$ cat src/mifc_pkg.sv
// constants shared by the interrupt flag controller files
// Summary of operation
// - group register: group flags 7:4, enables 3:0
// - timebase/line register: line5,line4,tb1,tb0 flags then enables
// - serial register: sim,uart1,uart0 at 6:4 and 2:0
// - periodic timer group: 1A,1P,0A,0P flags then enables
// - voltage group: lvd,eeprom,stimer A,P flags then enables
// - audio timer group: B,A,P at 6:4 and 2:0
// - line group: line3,line2 at 5:4 and 1:0
// - events set flags regardless of enable
// - global enable low blocks all vectoring
// - take pushes pc, loads vector address
// - return pops saved pc and resumes
// - accepting interrupt clears global enable
// - flags still latch while interrupts blocked
// - no acknowledge while return stack full
// - any flag rising wakes the device
// - source flag set also sets group flag
// - group service clears only group flag
// - grouped source needs global, own, group enable
// - line 4/5 service clears their flags
package mifc_pkg;
    localparam int          NREG       = 7;
    localparam int          REG_W      = 8;
    localparam int          PC_W       = 16;
    localparam int          NSRC       = 11;
    localparam int          SRC_W      = 4;
    localparam int          FLAG_LSB   = 4;
    localparam logic [7:0]  RESET_VAL  = 8'h00;

    // register indices in the special-purpose data space
    localparam logic [2:0]  IDX_GROUP  = 3'h0;
    localparam logic [2:0]  IDX_TBEXT  = 3'h1;
    localparam logic [2:0]  IDX_SERIAL = 3'h2;
    localparam logic [2:0]  IDX_PTIMER = 3'h3;
    localparam logic [2:0]  IDX_VET    = 3'h4;
    localparam logic [2:0]  IDX_ATIMER = 3'h5;
    localparam logic [2:0]  IDX_EXTGRP = 3'h6;

    // implemented bits per register, index 6 in the top byte
    localparam logic [55:0] REG_MASKS  = 56'h33_77_FF_FF_77_FF_FF;

    // source numbers, also the priority order (low wins)
    localparam logic [3:0]  SRC_EXT4   = 4'h0;
    localparam logic [3:0]  SRC_EXT5   = 4'h1;
    localparam logic [3:0]  SRC_GRP0   = 4'h2;
    localparam logic [3:0]  SRC_GRP1   = 4'h3;
    localparam logic [3:0]  SRC_GRP2   = 4'h4;
    localparam logic [3:0]  SRC_GRP3   = 4'h5;
    localparam logic [3:0]  SRC_TB0    = 4'h6;
    localparam logic [3:0]  SRC_TB1    = 4'h7;
    localparam logic [3:0]  SRC_UART0  = 4'h8;
    localparam logic [3:0]  SRC_UART1  = 4'h9;
    localparam logic [3:0]  SRC_SIM    = 4'hA;

    localparam logic [15:0] VEC_BASE   = 16'h0004;
    localparam logic [15:0] VEC_STEP   = 16'h0004;
endpackage

$ cat src/mifc_flag_reg.sv
// one byte of request flags and enables with hardware set and clear
module mifc_flag_reg #(
    parameter logic [7:0] MASK = 8'hFF
) (
    input  wire logic       clk_i,    // system clock
    input  wire logic       nrst_i,   // async reset, active low
    input  wire logic       wr_i,     // software write strobe
    input  wire logic [7:0] wdata_i,  // software write data
    input  wire logic [7:0] set_i,    // hardware set, wins over all
    input  wire logic [7:0] clr_i,    // hardware clear on service
    output logic      [7:0] q_o       // register contents
);
    logic [7:0] next_q;

    // set beats both clears so no event is lost in a clearing cycle
    always_comb begin
        next_q = (set_i | (wr_i ? wdata_i : (q_o & ~clr_i))) & MASK;
    end

    always_ff @(posedge clk_i or negedge nrst_i) begin
        if (!nrst_i) begin
            q_o <= mifc_pkg::RESET_VAL;
        end else begin
            q_o <= next_q;
        end
    end
endmodule

$ cat src/mifc_prio_enc.sv
// fixed priority picker, lowest index wins
module mifc_prio_enc #(
    parameter int N = 11,
    parameter int W = 4
) (
    input  wire logic [N-1:0] req_i,    // candidate requests
    output logic              valid_o,  // any request present
    output logic      [W-1:0] idx_o     // winning index
);
    always_comb begin
        valid_o = 1'b0;
        idx_o   = '0;
        for (int i = N - 1; i >= 0; i--) begin
            if (req_i[i]) begin
                valid_o = 1'b1;
                idx_o   = W'(i);
            end
        end
    end
endmodule

$ cat src/mifc_ctrl.sv
// interrupt request flags, enables, vectoring and wake-up of the core
module mifc_ctrl (
    input  wire logic        clk_i,           // system clock
    input  wire logic        nrst_i,          // async reset, active low
    input  wire logic        reg_wr_i,        // register write strobe
    input  wire logic        reg_rd_i,        // register read strobe
    input  wire logic [2:0]  reg_idx_i,       // register index
    input  wire logic [7:0]  reg_wdata_i,     // register write data
    output logic      [7:0]  reg_rdata_o,     // register read data
    input  wire logic        irq_en_set_i,    // software sets global enable
    input  wire logic        irq_en_clr_i,    // software clears global enable
    output logic             global_irq_enable_o, // global enable state
    input  wire logic [1:0]  tb_evt_i,        // time base 1..0 events
    input  wire logic [3:0]  ext_evt_i,       // lines 5..2 edge events
    input  wire logic [1:0]  uart_evt_i,      // uart 1..0 events
    input  wire logic        serial_evt_i,    // serial interface event
    input  wire logic [3:0]  ptimer_evt_i,    // 1A,1P,0A,0P matches
    input  wire logic [3:0]  vet_evt_i,       // lvd,eeprom,stimer A,P
    input  wire logic [2:0]  atimer_evt_i,    // audio timer B,A,P
    input  wire logic        insn_boundary_i, // core may be interrupted now
    input  wire logic        stack_full_i,    // return stack full
    input  wire logic [15:0] pc_i,            // next instruction address
    input  wire logic        irq_return_i,    // return-from-irq executed
    input  wire logic [15:0] stack_top_i,     // top of return stack
    output logic             push_o,          // push pc onto stack
    output logic      [15:0] push_data_o,     // pc value to push
    output logic             pop_o,           // pop return stack
    output logic             pc_load_o,       // load program counter
    output logic      [15:0] pc_load_addr_o,  // new program counter
    output logic      [3:0]  irq_src_o,       // source last taken
    output logic             wake_o           // leave sleep or idle
);
    ////////////////////////////////////////////////////////////////////////
    logic [7:0]  q     [mifc_pkg::NREG];
    logic [7:0]  set_v [mifc_pkg::NREG];
    logic [7:0]  clr_v [mifc_pkg::NREG];
    logic [3:0]  grp_set;
    logic [3:0]  src_any;
    logic [10:0] cand;
    logic [10:0] take_oh;
    logic        cand_valid;
    logic [3:0]  cand_idx;
    logic [15:0] cand_vec;
    logic        take;
    logic        irq_en;
    logic [27:0] flags_now;
    logic [27:0] flags_prev;

    genvar k;
    generate
        for (k = 0; k < mifc_pkg::NREG; k++) begin : g_reg
            // byte layouts follow the masks and set/clear wiring below
            mifc_flag_reg #(
                .MASK (mifc_pkg::REG_MASKS[k*8 +: 8])
            ) u_reg (
                .clk_i   (clk_i),
                .nrst_i  (nrst_i),
                .wr_i    (reg_wr_i && (reg_idx_i == 3'(k))),
                .wdata_i (reg_wdata_i),
                .set_i   (set_v[k]),
                .clr_i   (clr_v[k]),
                .q_o     (q[k])
            );
        end
    endgenerate

    ////////////////////////////////////////////////////////////////////////
    // group membership: any member event marks the group
    always_comb begin
        grp_set[0] = |ptimer_evt_i;
        grp_set[1] = |vet_evt_i;
        grp_set[2] = |atimer_evt_i;
        grp_set[3] = |ext_evt_i[1:0];
    end

    // events set flags whatever the enables or global state say
    always_comb begin
        set_v[mifc_pkg::IDX_GROUP]  = {grp_set, 4'h0};
        set_v[mifc_pkg::IDX_TBEXT]  = {ext_evt_i[3:2], tb_evt_i, 4'h0};
        set_v[mifc_pkg::IDX_SERIAL] = {1'b0, serial_evt_i, uart_evt_i, 4'h0};
        set_v[mifc_pkg::IDX_PTIMER] = {ptimer_evt_i, 4'h0};
        set_v[mifc_pkg::IDX_VET]    = {vet_evt_i, 4'h0};
        set_v[mifc_pkg::IDX_ATIMER] = {1'b0, atimer_evt_i, 4'h0};
        set_v[mifc_pkg::IDX_EXTGRP] = {2'h0, ext_evt_i[1:0], 4'h0};
    end

    ////////////////////////////////////////////////////////////////////////
    // a group counts only with a member both flagged and enabled
    always_comb begin
        for (int g = 0; g < 4; g++) begin
            src_any[g] = |(q[g + 3][7:4] & q[g + 3][3:0]);
        end
    end

    always_comb begin
        cand = '0;
        cand[mifc_pkg::SRC_EXT4]  = q[mifc_pkg::IDX_TBEXT][6] & q[mifc_pkg::IDX_TBEXT][2];
        cand[mifc_pkg::SRC_EXT5]  = q[mifc_pkg::IDX_TBEXT][7] & q[mifc_pkg::IDX_TBEXT][3];
        cand[mifc_pkg::SRC_TB0]   = q[mifc_pkg::IDX_TBEXT][4] & q[mifc_pkg::IDX_TBEXT][0];
        cand[mifc_pkg::SRC_TB1]   = q[mifc_pkg::IDX_TBEXT][5] & q[mifc_pkg::IDX_TBEXT][1];
        cand[mifc_pkg::SRC_UART0] = q[mifc_pkg::IDX_SERIAL][4] & q[mifc_pkg::IDX_SERIAL][0];
        cand[mifc_pkg::SRC_UART1] = q[mifc_pkg::IDX_SERIAL][5] & q[mifc_pkg::IDX_SERIAL][1];
        cand[mifc_pkg::SRC_SIM]   = q[mifc_pkg::IDX_SERIAL][6] & q[mifc_pkg::IDX_SERIAL][2];
        for (int g = 0; g < 4; g++) begin
            cand[int'(mifc_pkg::SRC_GRP0) + g] = q[mifc_pkg::IDX_GROUP][4 + g]
                & q[mifc_pkg::IDX_GROUP][g] & src_any[g];
        end
    end

    mifc_prio_enc #(
        .N (mifc_pkg::NSRC),
        .W (mifc_pkg::SRC_W)
    ) u_prio (
        .req_i   (cand),
        .valid_o (cand_valid),
        .idx_o   (cand_idx)
    );

    assign cand_vec = mifc_pkg::VEC_BASE + 16'(cand_idx) * mifc_pkg::VEC_STEP;

    // a return in the same cycle goes first; the request waits a cycle
    assign take = cand_valid && irq_en && !stack_full_i
               && insn_boundary_i && !irq_return_i;
    assign take_oh = take ? (11'h001 << cand_idx) : 11'h000;

    ////////////////////////////////////////////////////////////////////////
    // only the group flag and own-vector flags clear on service;
    // grouped source flags are left for software
    always_comb begin
        for (int r = 0; r < mifc_pkg::NREG; r++) begin
            clr_v[r] = 8'h00;
        end
        clr_v[mifc_pkg::IDX_GROUP] = {take_oh[mifc_pkg::SRC_GRP3],
                                      take_oh[mifc_pkg::SRC_GRP2],
                                      take_oh[mifc_pkg::SRC_GRP1],
                                      take_oh[mifc_pkg::SRC_GRP0], 4'h0};
        clr_v[mifc_pkg::IDX_TBEXT] = {take_oh[mifc_pkg::SRC_EXT5],
                                      take_oh[mifc_pkg::SRC_EXT4],
                                      take_oh[mifc_pkg::SRC_TB1],
                                      take_oh[mifc_pkg::SRC_TB0], 4'h0};
        clr_v[mifc_pkg::IDX_SERIAL] = {1'b0, take_oh[mifc_pkg::SRC_SIM],
                                       take_oh[mifc_pkg::SRC_UART1],
                                       take_oh[mifc_pkg::SRC_UART0], 4'h0};
    end

    ////////////////////////////////////////////////////////////////////////
    // acceptance beats a software set in the same cycle
    always_ff @(posedge clk_i or negedge nrst_i) begin
        if (!nrst_i) begin
            irq_en <= 1'b0;
        end else if (take) begin
            irq_en <= 1'b0;
        end else if (irq_en_set_i) begin
            irq_en <= 1'b1;
        end else if (irq_en_clr_i) begin
            irq_en <= 1'b0;
        end
    end
    assign global_irq_enable_o = irq_en;

    always_ff @(posedge clk_i or negedge nrst_i) begin
        if (!nrst_i) begin
            push_o         <= 1'b0;
            push_data_o    <= 16'h0000;
            pop_o          <= 1'b0;
            pc_load_o      <= 1'b0;
            pc_load_addr_o <= 16'h0000;
            irq_src_o      <= 4'h0;
        end else begin
            push_o    <= take;
            pop_o     <= irq_return_i;
            pc_load_o <= take || irq_return_i;
            if (irq_return_i) begin
                pc_load_addr_o <= stack_top_i;
            end else if (take) begin
                push_data_o    <= pc_i;
                pc_load_addr_o <= cand_vec;
                irq_src_o      <= cand_idx;
            end
        end
    end

    ////////////////////////////////////////////////////////////////////////
    // unmapped indices read zero; data held until the next read
    always_ff @(posedge clk_i or negedge nrst_i) begin
        if (!nrst_i) begin
            reg_rdata_o <= 8'h00;
        end else if (reg_rd_i) begin
            reg_rdata_o <= (32'(reg_idx_i) < mifc_pkg::NREG) ? q[reg_idx_i] : 8'h00;
        end
    end

    // wake on a flag rising only; a flag already set before sleep stays
    // quiet, which is how software masks a wake source
    always_comb begin
        for (int r = 0; r < mifc_pkg::NREG; r++) begin
            flags_now[r*4 +: 4] = q[r][7:4];
        end
    end

    always_ff @(posedge clk_i or negedge nrst_i) begin
        if (!nrst_i) begin
            flags_prev <= '0;
            wake_o     <= 1'b0;
        end else begin
            flags_prev <= flags_now;
            wake_o     <= |(flags_now & ~flags_prev);
        end
    end
endmodule

$ cat config.mk
export PLATFORM = sky130hd
export DESIGN_NAME = mifc_ctrl
export DESIGN_NICKNAME = d
export VERILOG_FILES = /design/src/mifc_pkg.sv /design/src/mifc_flag_reg.sv /design/src/mifc_prio_enc.sv /design/src/mifc_ctrl.sv
export SDC_FILE = /design/constraint.sdc
export NUM_CORES = 1
export LEC_CHECK = 0
export BUFFER_PORTS_ARGS = -buffer_cell sky130_fd_sc_hd__buf_2
export CAP_MARGIN = 10
export CORE_UTILIZATION = 55
export CTS_CLUSTER_SIZE = 16
export DETAILED_ROUTE_END_ITERATION = 10
export PLACE_DENSITY_LB_ADDON = 0.12
export SETUP_SLACK_MARGIN = 0.1
export SLEW_MARGIN = 20
export SYNTH_ARGS = -nofsm -noshare
export SYNTH_HDL_FRONTEND = slang
export SYNTH_HIERARCHICAL = 1
export SYNTH_SLANG_ARGS = --single-unit
$ cat constraint.sdc
create_clock -name clk_i -period 3 [get_ports clk_i]
set_input_delay 0.3 -clock clk_i [delete_from_list [all_inputs] [get_ports clk_i]]
set_output_delay 0.3 -clock clk_i [all_outputs]
set_load 0.05 [all_outputs]
* After elaboration in Yosys (flattened, before gate mapping)
Index checks and enable logic that the tools add are counted.
Storage, ports and cells: output and inout port bits 49, word-level logic and storage cells 129, register bits after elaboration 121, input bits 72
Cells by class: shift operators 1, reductions and logical operators 27, eq/ne operators 6, bitwise gates (word level) 36, mux-type cells 39, $add $sub $neg 1, $lt $le $gt $ge 2
Operators by type and width (number):
- 8-bit two-way mux | 7
- 4-bit two-way mux | 11
- 16-bit two-way mux | 2
- 8-bit bitwise OR | 4
- 26-bit by 28-bit AND with 28-bit output | 1
- 26-bit inverter with 28-bit output | 1
- 28-bit OR reduction | 1
- 8-bit binary-select mux with 3-bit select | 1
- 4-bit OR reduction | 6
- 8-bit AND | 2
- 8-bit inverter | 2
- 1-bit AND | 15
- 1-bit two-way mux | 14
- 7-bit two-way mux | 2
- 7-bit bitwise OR | 2
- 1-bit logical AND | 11
- 11-bit two-way mux | 1
- 1-bit by 4-bit << shifter with 11-bit output, first input constant | 1
- 3-bit == test, second input constant | 3
- 4-bit AND | 2
- 3-bit by 6-bit adder with 7-bit output, first input constant | 1
- 7-bit AND | 1
- 7-bit inverter | 1
- 3-bit by 2-bit == test with 1-bit output, second input constant | 2
- other kinds (17) | 18

* Logic depth before layout (Yosys ltp)
Gate-level depths: netlist (run 1).
depth in word-level cells 21, gate-level depth with buffers 11, gate-level depth less buffers 10

* By module
The synthesis (run 1) kept the hierarchy.
By module, submodules not included:
- mifc_ctrl | sequential area each 1926.8 um2, instances 1, area each 3728.6 um2, cells each 351
- mifc_flag_reg at g_reg[0].u_reg ... | sequential area each 200.2 um2, instances 4, area each 341.6 um2, cells each 32
- mifc_flag_reg at g_reg[2].u_reg ... | sequential area each 150.1 um2, instances 2, area each 277.8 um2, cells each 27
- mifc_flag_reg at g_reg[6].u_reg | sequential area each 100.1 um2, instances 1, area each 196.4 um2, cells each 20
- mifc_prio_enc | sequential area each 0.0 um2, instances 1, area each 112.6 um2, cells each 19

* Worst setup path before layout (run 1)
Ideal clock, no wire load.
kind flip-flop to flip-flop, from reg g_reg[6].u_reg.q_o[5], to reg g_reg[0].u_reg.q_o[5], setup time 0.126 ns, buffers on the path 0, arrival 2.440 ns, period minus slack after synthesis 2.566 ns, cell stages (with the launch flop) 11, slack 0.434 ns, data required time 2.874 ns, path through dfrtp_1 a22oi_1 a21oi_1 nor2_1 a221o_1 a221oi_2 ha_1 ha_1 nor4b_1 nor2_2 a221o_1
Between the ends: elaborated cells between the ends (all ways) 25, those cells by class shift: 1; mux: 14; bitwise: 5; reduce/logical: 5
RTL lines:
- from (decl) | RTL line mifc_flag_reg.sv:11 | output logic [7:0] q_o
- from (signal assigned) | RTL line mifc_flag_reg.sv:22 | q_o <= mifc_pkg::RESET_VAL;
- from (signal assigned) | RTL line mifc_flag_reg.sv:24 | q_o <= next_q;
- 2-bit AND | RTL line mifc_ctrl.sv:91 | src_any[g] = |(q[g + 3][7:4] & q[g + 3][3:0]);
- 4-bit OR reduction | RTL line mifc_ctrl.sv:91
- 1-bit AND | RTL line mifc_ctrl.sv:106 | & q[mifc_pkg::IDX_GROUP][g] & src_any[g];
- named net cand[5] | RTL line mifc_ctrl.sv:39 | logic [10:0] cand;
- 4-bit two-way mux (6 in a row) | RTL line mifc_prio_enc.sv:14 | if (req_i[i]) begin
- named net cand_idx[0] | RTL line mifc_ctrl.sv:42 | logic [3:0] cand_idx;
- 1-bit by 4-bit << shifter with 11-bit output | RTL line mifc_ctrl.sv:124 | assign take_oh = take ? (11'h001 << cand_idx) : 11'h000;
- 11-bit two-way mux | RTL line mifc_ctrl.sv:124
- named net take_oh[3] | RTL line mifc_ctrl.sv:40 | logic [10:0] take_oh;
- 8-bit inverter | RTL line mifc_flag_reg.sv:17 | next_q = (set_i | (wr_i ? wdata_i : (q_o & ~clr_i))) & MASK;
- 8-bit AND | RTL line mifc_flag_reg.sv:17
- 8-bit two-way mux | RTL line mifc_flag_reg.sv:17
- 8-bit bitwise OR | RTL line mifc_flag_reg.sv:17
- named net g_reg[0].u_reg.next_q[5] | RTL line mifc_flag_reg.sv:13 | logic [7:0] next_q;
- to (signal assigned) | RTL line mifc_flag_reg.sv:22
- to (signal assigned) | RTL line mifc_flag_reg.sv:24
- to (decl) | RTL line mifc_flag_reg.sv:11
The timed path passes the listed nets, and every way through them passes these cells. A chain may end at the register's enable or synchronous reset.

* Worst setup path after layout (run 1)
Same ends and word-level chain as after synthesis.

==> metrics, run 1 <==
class of the most critical setup path=reg2reg; Fin. Hold Viols=0; # setup viols final=0; worst setup path start=g_reg[6].u_reg/q_o[5]$_DFF_PN0_; Hold Path Class=in2reg; vias=roughly 5000; Ys Warns=6; crit-path max FO=5; Hold Startpoint=pc_i[5]; Final Max Tran Viols=0; DR vias/cell=approximately 5.4; Starting DRT DRC Count=327; row count=37; routed len/inst=18.0 µm; Cell Pwr Density=between 600 and 700 mW/mm²; Initial Utilization=57.2%; fillers=763; H-tree levels=4; # diodes=0; CTS tree=built; startpoint types=flop; RSZ-0062 raised after global routing=yes; Final period util=about nine tenths; Die H=around 110 µm; number of port buffers=120; drt pass-1 iters=5; Clock Sinks=about 130; Post-CTS Setup Inserts=0; Core ar.=around 0.010 mm²; Fmax=around 370 MHz; post-detail-place hpwl=11.4 mm; CTS Buf Count=17; vias in the first global route=5256; Die Area=between 0.01 and 0.015 mm²; Final ANT Viol Nets=0; Syn Std Cell Area=approximately 0.0060 mm²; Final Util=about 76%; sequential share of the synthesized area=approximately 52%; status=completed; Clock transition at path regs=0.06 ns; synth unique cells=54; Routed WL=17.1 mm; post-synthesis cell count=around 570; worst IR drop on VDD=about 0.39 mV; CTS root buf=clkbuf_8; first-pass GRT wire length=between 20 and 30 mm; share of cells above drive strength 1=~24%; die span in x=106 µm; Period minus WS final=roughly 2.7 ns; Bufs on Longest Clock Path=2; Tot GR Track Use=about a third; initial antenna violation count=0; Crit. End Element=flop; Yosys reg bits=approximately 130; total negative slack=0 ns; DRC errors left=0; Clock Skews=between 0.008 and 0.009 ns; largest net degree at the start of global routing=57; FF-to-FF Start=g_reg[6].u_reg/q_o[5]$_DFF_PN0_; Area growth syn-to-layout=32.8%; Slew HR=50.4%; syn_area_per_cell=~10 µm²; routability cong.=approximately 0.95; Static Leak=~3.9 nW; Required @ worst endpoint=3.40 ns; fin nets=877; Max Cap Viol=0; grt total ovfl=0; io pins=121; CP arrival=roughly 3.1 ns; Slew @ Worst Pin=approximately 0.74 ns; Worst-Skew Late Latency=between 0.5 and 0.6 ns
==> path summary, 6_finish.rpt <==
check                           slack (ns)  cells past startpoint                               to
worst max-delay path                  0.29                     10  g_reg[0].u_reg/q_o[5]$_DFF_PN0_
worst min-delay path                 0.009                      2       push_data_o[5]$_DFFE_PN0P_
worst max register to register        0.29                     10  g_reg[0].u_reg/q_o[5]$_DFF_PN0_
worst min register to register        0.44                      0          flags_prev[0]$_DFF_PN0_
max in group asynchronous             1.87                      3  g_reg[4].u_reg/q_o[7]$_DFF_PN0_
min in group asynchronous             0.38                      2         flags_prev[27]$_DFF_PN0_
==> cells by family after synthesis <==
logic type,share of synthesized area (%)
buffers and inverters,6.34
AO/OA/AOI/OAI,17.4
AND/OR/NAND/NOR,14.9
other,0.252
adder cells (fa/ha/maj),1.26
flip-flops,52.5
XOR/XNOR,0.147
multiplexers,7.24
==> cell usage after synthesis (all sizes together) <==
master | n | area (µm²)
o221a | 1 | 11.3
a221oi | 7 | 73.8
nand4 | 1 | 6.26
inv | 39 | 146
a32o | 1 | 10.0
mux4 | 1 | 26.3
nor2b | 4 | 25.0
nand4b | 1 | 23.8
xnor2 | 1 | 8.76
nand3b | 1 | 7.51
buf | 26 | 211
mux2i | 18 | 180
nor3 | 10 | 80.1
o311ai | 1 | 8.76
and3 | 3 | 18.8
mux2 | 20 | 225
conb | 4 | 15.0
a2111oi | 1 | 8.76
nor3b | 1 | 7.51
a221o | 8 | 80.1
a21o | 1 | 7.51
a21oi | 58 | 290
a22o | 4 | 35.0
nand2b | 45 | 282
clkbuf | 5 | 20.0
nor4 | 6 | 37.5
nand3 | 3 | 15.0
or2 | 1 | 6.26
o2111ai | 1 | 8.76
and2 | 7 | 43.8
or3 | 1 | 6.26
nor2 | 26 | 131
a22oi | 8 | 60.1
o31ai | 1 | 7.51
or4 | 2 | 15.0
o211ai | 4 | 30.0
nor4b | 2 | 17.5
a211oi | 2 | 15.0
dfrtp | 125 | 3130
nand2 | 40 | 150
o22ai | 14 | 87.6
o21ai | 58 | 290
and2b | 2 | 15.0
ha | 6 | 75.1
o32a | 1 | 10.0
==> placed cells by master, fill, tap and decap left out, types with 4 or more instances in the layout <==
master / instances
dfrtp_1: 125
buf_2: 119
conb_1: 69
a21oi_1: 57
o21ai_0: 57
nand2b_1: 45
nand2_1: 40
inv_1: 39
dlygate4sd3_1: 38
nor2_1: 18
mux2i_1: 18
clkbuf_16: 16
buf_4: 16
o22ai_1: 14
mux2_1: 12
a22oi_1: 8
mux2_2: 8
a221o_1: 8
and2_1: 7
nor2_2: 7
nor3_2: 6
ha_1: 6
nor4_1: 5
a221oi_1: 5
bufinv_16: 5
nor2b_1: 4
nor3_1: 4
o211ai_1: 4
a22o_1: 4
==> where the power goes <==
group / internal, mW / switching, mW / leakage [nW] / total, mW
registers: 1.85 / 0.111 / 1.37 / 1.96
clock network: 1.47 / 0.744 / 0.308 / 2.22
logic: 0.311 / 0.695 / 2.20 / 1.01
==> worst max-delay path: stages (launching register included) <==
cell and delay (ns):
dfrtp_1 0.41, a22oi_1 0.16, a21oi_2 0.24, nor2_1 0.08, a221o_1 0.33, a221oi_2 0.28, ha_1 0.26, ha_1 0.16
nor4b_1 0.30, nor2_2 0.08, a221o_1 0.30
==> cell type report <==
class | count | area (µm²) | share of cell area [%]
multi-input cells | 442 | 2710 | 34.3
flip-flops and latches | 125 | 3130 | 39.5
repair buffers | 174 | 1120 | 14.1
clock inverters | 11 | 189 | 2.39
well taps | 136 | 170 | 2.15
inverters | 39 | 146 | 1.85
clock buffers | 21 | 449 | 5.68
==> per-stage QoR <==
stage	area (µm²)	std cells	hold slack [ns]	setup WS [ns]	power, mW
after floorplan	6200	637	0.00441	0.434	2.62
after global placement	6880	878	0.401	0.369	2.90
after detailed placement	6880	878	0.411	0.296	2.93
after CTS	7900	948	0.000427	0.242	5.19
after global routing	7910	948	0.00249	0.0686	5.36
final	7910	948	0.00872	0.292	5.18
==> routing by layer <==
layer  track usage, %  wire length (µm)  up-vias
li1                 -                 -     2395
met1             41.6              6910     2477
met2             51.5              8190      222
met3             8.52              1330       44
met4             15.5               631        0
met5                0                 0        -
==> registers in the layout, summed over array words and instances, names as in the netlist, 4 cells and up <==
register	cells
flags_prev	28
irq_src_o	4
pc_load_addr_o	16
push_data_o	16
reg_rdata_o	8
g.u_reg/q_o	48
==> timing repair <==
item	CTS	global route
endpoints found under the setup margin	0	2
gates resized for setup	0	3
hold buffers	38	0
hold endpoints to repair	91	0
Power figures use the tool's default switching activity.
==> inputs of run 2 (changes only) <==
GPL_TIMING_DRIVEN = 0   (was not set)
==> run 2 against run 1 <==
The flow now finishes with violations (negative hold slack). Critical path depth did not move. Highest routed layer unchanged. Register-to-register slack lost 0.07 ns. Routed wire length is 4.4% higher. Die area stayed put. Clock skew about the same. Worst setup slack worse by 0.068 ns. Maximum frequency shrank 2.5%. Count of clock-buffer cells in the layout grew 3. Combinational power is 4% higher. Non-clock buffer count grew 30. Largest power group is now registers.
==> metrics, run 2 (synthesis results as in run 1) <==
Die Area=0.0113 mm² (unchanged); Internal=3.40 mW (-6.4%); H-tree levels=4 (unchanged); Hold Path End=push_data_o[14]$_DFFE_PN0P_; io pins=121 (unchanged); class of the most critical setup path=reg2reg; crit-path max FO=5 (unchanged); grt total ovfl=0 (unchanged); Static Leak=3.97 nW (+2.3%); fillers=726 (-4.8%); # diodes=0 (unchanged); CTS Buf Count=17 (unchanged); RR Endpoint=g_reg[0].u_reg/q_o[5]$_DFF_PN0_; routed len/inst=18.2 µm (+1.4%); Sw Ratio=31.5% (+1.6 points); Area growth syn-to-layout=36.5%; startpoint types=flop; Hold Path Class=in2reg; total negative slack=0 ns (unchanged); Slew HR=45.1% (-5.3 points); Clock transition at path regs=0.06 ns (about the same); Starting DRT DRC Count=399 (+22%); routability cong.=0.926 (-2.3%); # setup viols final=0 (unchanged); Crit. End Element=flop; status=finished with violations; worst IR drop on VDD=0.360 mV (-6.9%); commonest non-fill, non-tap cell in the layout=buf_2; number of port buffers=119 (-0.83%); Tot GR Track Use=33.4% (+0.95 points); net switching power=1.57 mW (+0.97%); Period minus WS final=2.78 ns (+0.0681 ns); Required @ worst endpoint=3.42 ns (+0.02 ns); Fmax=360 MHz (-2.5%); Clock Sinks=125 (unchanged); Fin. Hold Viols=1 (+1); Slew @ Worst Pin=0.817 ns (+0.0758 ns); final hold slack=-0.000420 ns (-0.00914 ns); clock share of power=39.3% (-3.5 points); register area=0.00313 mm² (about the same); first-pass GRT wire length=28.0 mm (+3.5%); largest net degree at the start of global routing=69 (+21%); flop-to-flop setup slack=0.22 ns (-0.07 ns); failing checks=negative hold slack; Cell Pwr Density=611 mW/mm² (-6.8%); Largest Register=g.u_reg/q_o; vias in the first global route=5450 (+3.7%); Final ANT Viol Nets=0 (unchanged); Sequential Power Share=39.6% (+1.8 points); Worst-Skew Late Latency=0.54 ns (+0.02 ns); R2R depth=10 (unchanged); Largest register FFs=48 (unchanged); Final period util=92.5% (+2.3 points); most frequent cells in the layout=buf_2, dfrtp_1, conb_1; share of cells above drive strength 1=25.0% (+0.86 points); Final Max Tran Viols=0 (unchanged); combinational power share=21.1% (+1.7 points); Core ar.=0.0104 mm² (unchanged); Bufs on Longest Clock Path=2 (unchanged); CTS root buf=clkbuf_8; RSZ-0062 raised after global routing=no; drt pass-1 iters=5 (unchanged); FF-to-FF Start=g_reg[6].u_reg/q_o[4]$_DFF_PN0_; Largest regs=g.u_reg/q_o: 48 flops, flags_prev: 28 flops; vias=5297 (+3.1%); DR vias/cell=5.43 (+0.14%); area of the multi-input gates=0.00275 mm² (+1.5%); Hold Startpoint=pc_i[14]; Routed WL=17.8 mm (+4.4%); CTS tree=built; Clock Skews=0.00835 ns (+0.000293 ns); Max Cap Viol=0 (unchanged); Initial Utilization=57.2% (unchanged); CP arrival=3.20 ns (+0.09 ns); Die H=106 µm (unchanged); die span in x=106 µm (unchanged); row count=37 (unchanged); post-detail-place hpwl=12.1 mm (+6.2%); initial antenna violation count=0 (unchanged); DRC errors left=0 (unchanged); hold depth=2 (unchanged); fin nets=907 (+3.4%)
[run 2: changes by cell type in the layout (fill, tap and decap cells not counted), sizes merged]
cell and change:
buf +12, dlygate4sd3 +13, clkinvlp +1, clkbuf +8, bufinv -3, clkinv -3
[run 2: how the worst max path moves through the flow]
stage,startpoint,endpoint
after floorplan,g_reg[6].u_reg/q_o[5]$_DFF_PN0_,g_reg[0].u_reg/q_o[5]$_DFF_PN0_
final,g_reg[6].u_reg/q_o[4]$_DFF_PN0_,g_reg[0].u_reg/q_o[5]$_DFF_PN0_
after global placement,g_reg[6].u_reg/q_o[5]$_DFF_PN0_,g_reg[0].u_reg/q_o[5]$_DFF_PN0_
after global routing,g_reg[6].u_reg/q_o[4]$_DFF_PN0_,g_reg[1].u_reg/q_o[5]$_DFF_PN0_
after CTS,g_reg[6].u_reg/q_o[5]$_DFF_PN0_,g_reg[1].u_reg/q_o[5]$_DFF_PN0_
after detailed placement,g_reg[6].u_reg/q_o[5]$_DFF_PN0_,g_reg[0].u_reg/q_o[5]$_DFF_PN0_
[run 2: worst max-delay path, stage by stage (launching register included)]
cell	delay (ns)
dfrtp_1	0.41
a22oi_1	0.15
a21oi_2	0.27
nor2_1	0.09
a221o_1	0.36
a221oi_4	0.38
ha_2	0.27
ha_1	0.15
nor4b_4	0.23
nor2_2	0.06
a221o_1	0.29
[run 2: what timing repair did]
action,in CTS,in global routing
endpoints found under the hold margin,117,0
pin swaps,0,2
gates resized for setup,4,8
setup buffers,0,2
endpoints found under the setup margin,2,6
hold buffers,51,0
[run 2: power groups by stage]
stage	combinational, mW	clock [mW]	sequential, mW
after floorplan	0.316	0	2.31
after global placement	0.929	0	1.98
after detailed placement	0.961	0	1.99
after CTS	1.02	1.96	1.96
after global routing	1.12	2.02	1.98
final	1.05	1.95	1.97
[run 2: layout make-up]
cell class	instances	area share (%)
buffer	31	2.86
inverter	39	1.80
clock buffer	24	5.66
timing repair buffer	173	14.2
clock inverter	6	1.08
multi-input combinational	442	33.9
sequential	125	38.5
tap	136	2.09
[run 2: per-layer routing]
| metal | GRT usage (%) | share of wire (%) |
|---|---|---|
| met4 | 12.5 | 2.7 |
| met5 | 0 | 0 |
| met1 | 42.6 | 42 |
| met2 | 55.5 | 49 |
| met3 | 7.97 | 6.0 |
[run 2: per-stage QoR]
| step | cells | utilization, % | setup WS [ns] | cell area [µm²] | total power [mW] |
|---|---|---|---|---|---|
| final | 976 | 78.1 | 0.224 | 8140 | 4.97 |
| after global routing | 976 | 78.1 | 0.0869 | 8140 | 5.12 |
| after CTS | 974 | 77.6 | 0.137 | 8090 | 4.94 |
| after detailed placement | 893 | 67.2 | -0.132 | 7000 | 2.95 |
| after global placement | 892 | 66.9 | -0.0851 | 6970 | 2.91 |
| after floorplan | 637 | - | 0.434 | 6200 | 2.62 |
==> inputs of run 3 (changes only) <==
CTS_BUF_LIST = sky130_fd_sc_hd__clkbuf_8 sky130_fd_sc_hd__clkbuf_16   (was not set)
RECOVER_POWER = 50   (was not set)
==> run 3 against run 2 <==
The flow finishes with violations (negative hold slack, max-capacitance violations, max-slew violations). First-iteration DRC count decreased by 1.8%. Utilization decreased by 0.41 points. Global-route usage unchanged. Via count decreased by 0.43%. Largest cell class unchanged.
==> metrics, run 3 (synthesis results as in run 1) <==
status=finished with violations; failing checks=negative hold slack, max-capacitance violations, max-slew violations; Initial Utilization=57.2% (unchanged); RR Endpoint=g_reg[0].u_reg/q_o[5]$_DFF_PN0_; CTS Buf Count=17 (unchanged); clock share of power=39.1% (-0.2 points); CP most frequent cell=a221o_1; FF-to-FF Start=g_reg[6].u_reg/q_o[4]$_DFF_PN0_; Largest register FFs=48 (unchanged); Clock Sinks=125 (unchanged); DR vias/cell=5.40 (-0.43%); Slew HR=-10.9% (-56 points); Bufs on Longest Clock Path=2 (unchanged); R2R depth=10 (unchanged); most frequent cells in the layout=buf_2, dfrtp_1, conb_1; Die Area=0.0113 mm² (unchanged); initial antenna violation count=0 (unchanged); CP top delay family=compound AO/OA/AOI/OAI gates; worst path cell trace=a22oi_1, a21oi_2, nor2_1, a221o_1, a221oi_4, ha_2, ha_1, nor4b_4, nor2_2, a221o_1; worst setup path start=g_reg[6].u_reg/q_o[4]$_DFF_PN0_; total negative slack=0 ns (unchanged); Sequential Power Share=39.8% (+0.2 points); Clock transition at path regs=0.06 ns (about the same); Sw Ratio=31.6% (+0.098 points); Worst-Skew Late Latency=0.54 ns (about the same); Starting DRT DRC Count=392 (-1.8%); Fin. Hold Viols=1 (unchanged); Hold Path Class=in2reg; DRC errors left=0 (unchanged); Core ar.=0.0104 mm² (unchanged); routed len/inst=18.2 µm (about the same); RSZ-0062 raised after global routing=no; vias=5274 (-0.43%); Slowest cell on crit path=dfrtp_1; post-detail-place hpwl=12.1 mm (unchanged); Tot GR Track Use=33.4% (unchanged); worst IR drop on VDD=0.361 mV (+0.27%); CTS root buf=clkbuf_8; class of the most critical setup path=reg2reg; Area growth syn-to-layout=35.8%; largest net degree at the start of global routing=69 (unchanged); share of cells above drive strength 1=24.6% (-0.36 points); grt total ovfl=0 (unchanged); drt pass-1 iters=5 (unchanged); Final Max Tran Viols=69 (+69); Period minus WS final=2.77 ns (-0.00116 ns); first-pass GRT wire length=28.0 mm (unchanged); Max Cap Viol=1 (+1); Internal=3.38 mW (-0.67%); routability cong.=0.926 (unchanged); Required @ worst endpoint=3.42 ns (about the same); CP arrival=3.20 ns (about the same); Crit. End Element=flop; hold depth=2 (unchanged); number of port buffers=119 (unchanged); fin nets=907 (unchanged); Hold Startpoint=pc_i[14]; Largest regs=g.u_reg/q_o: 48 flops, flags_prev: 28 flops; Cell Pwr Density=611 mW/mm² (about the same); # diodes=0 (unchanged); CTS tree=built; # setup viols final=0 (unchanged); die span in x=106 µm (unchanged); Clock Skews=0.00712 ns (-0.00123 ns); Die H=106 µm (unchanged); Static Leak=3.97 nW (about the same); crit-path max cell delay=0.41 ns (about the same); net switching power=1.56 mW (-0.22%); vias in the first global route=5450 (unchanged); row count=37 (unchanged); Final period util=92.5% (about the same); Fmax=360 MHz (about the same); final hold slack=-0.00205 ns (-0.00163 ns); Routed WL=17.8 mm (about the same); Hold Path End=push_data_o[14]$_DFFE_PN0P_; Buffers & Inverters on Critical Path=0 (unchanged); CP Depth=10 (unchanged); H-tree levels=4 (unchanged); crit-path max FO=5 (unchanged); Largest Register=g.u_reg/q_o; startpoint types=flop; Final ANT Viol Nets=0 (unchanged); io pins=121 (unchanged); flop-to-flop setup slack=0.23 ns (about the same); combinational power share=21.1% (about the same); Slew @ Worst Pin=1.66 ns (+0.847 ns)
[run 3: per-layer routing]
layer / wire (µm) / track usage [%]
met1: 7270 / 42.6
met2: 8800 / 55.5
met3: 1280 / 7.97
met4: 450 / 12.5
met5: 0 / 0
[run 3: final cells by class]
type,instances,area [µm²]
buffer,31,218
tap,136,170
sequential,125,3130
clock inverter,11,106
inverter,39,146
fill,732,2320
multi-input combinational,442,2750
timing repair buffer,173,1130
clock buffer,19,442
[run 3: stage by stage]
step,std cells,util (%),total power [mW],area [µm²],setup WS [ns]
global placement,892,66.9,2.91,6970,-0.0851
finish,976,77.7,4.94,8090,0.225
floorplan,637,-,2.62,6200,0.434
global route,976,77.7,5.10,8090,0.0866
CTS,974,77.6,4.93,8090,0.137
detailed placement,893,67.2,2.95,7000,-0.132
[run 3: power by group through the flow]
stage / clock [mW] / combinational (mW) / sequential [mW]
after floorplan: 0 / 0.316 / 2.31
after global placement: 0 / 0.929 / 1.98
after detailed placement: 0 / 0.961 / 1.99
after CTS: 1.94 / 1.02 / 1.96
after global routing: 2.01 / 1.11 / 1.98
final: 1.93 / 1.04 / 1.97
[run 3: worst max-delay path by stage]
stage	end
global route	g_reg[1].u_reg/q_o[5]$_DFF_PN0_
CTS	g_reg[1].u_reg/q_o[5]$_DFF_PN0_
floorplan	g_reg[0].u_reg/q_o[5]$_DFF_PN0_
global placement	g_reg[0].u_reg/q_o[5]$_DFF_PN0_
detailed placement	g_reg[0].u_reg/q_o[5]$_DFF_PN0_
finish	g_reg[0].u_reg/q_o[5]$_DFF_PN0_
[run 3: repair_timing]
action	in CTS	in global routing
hold buffers	51	0
buffers inserted	0	2
endpoints found under the setup margin	2	6
endpoints found under the hold margin	117	0
pin swaps	0	2
gates resized for setup	4	8
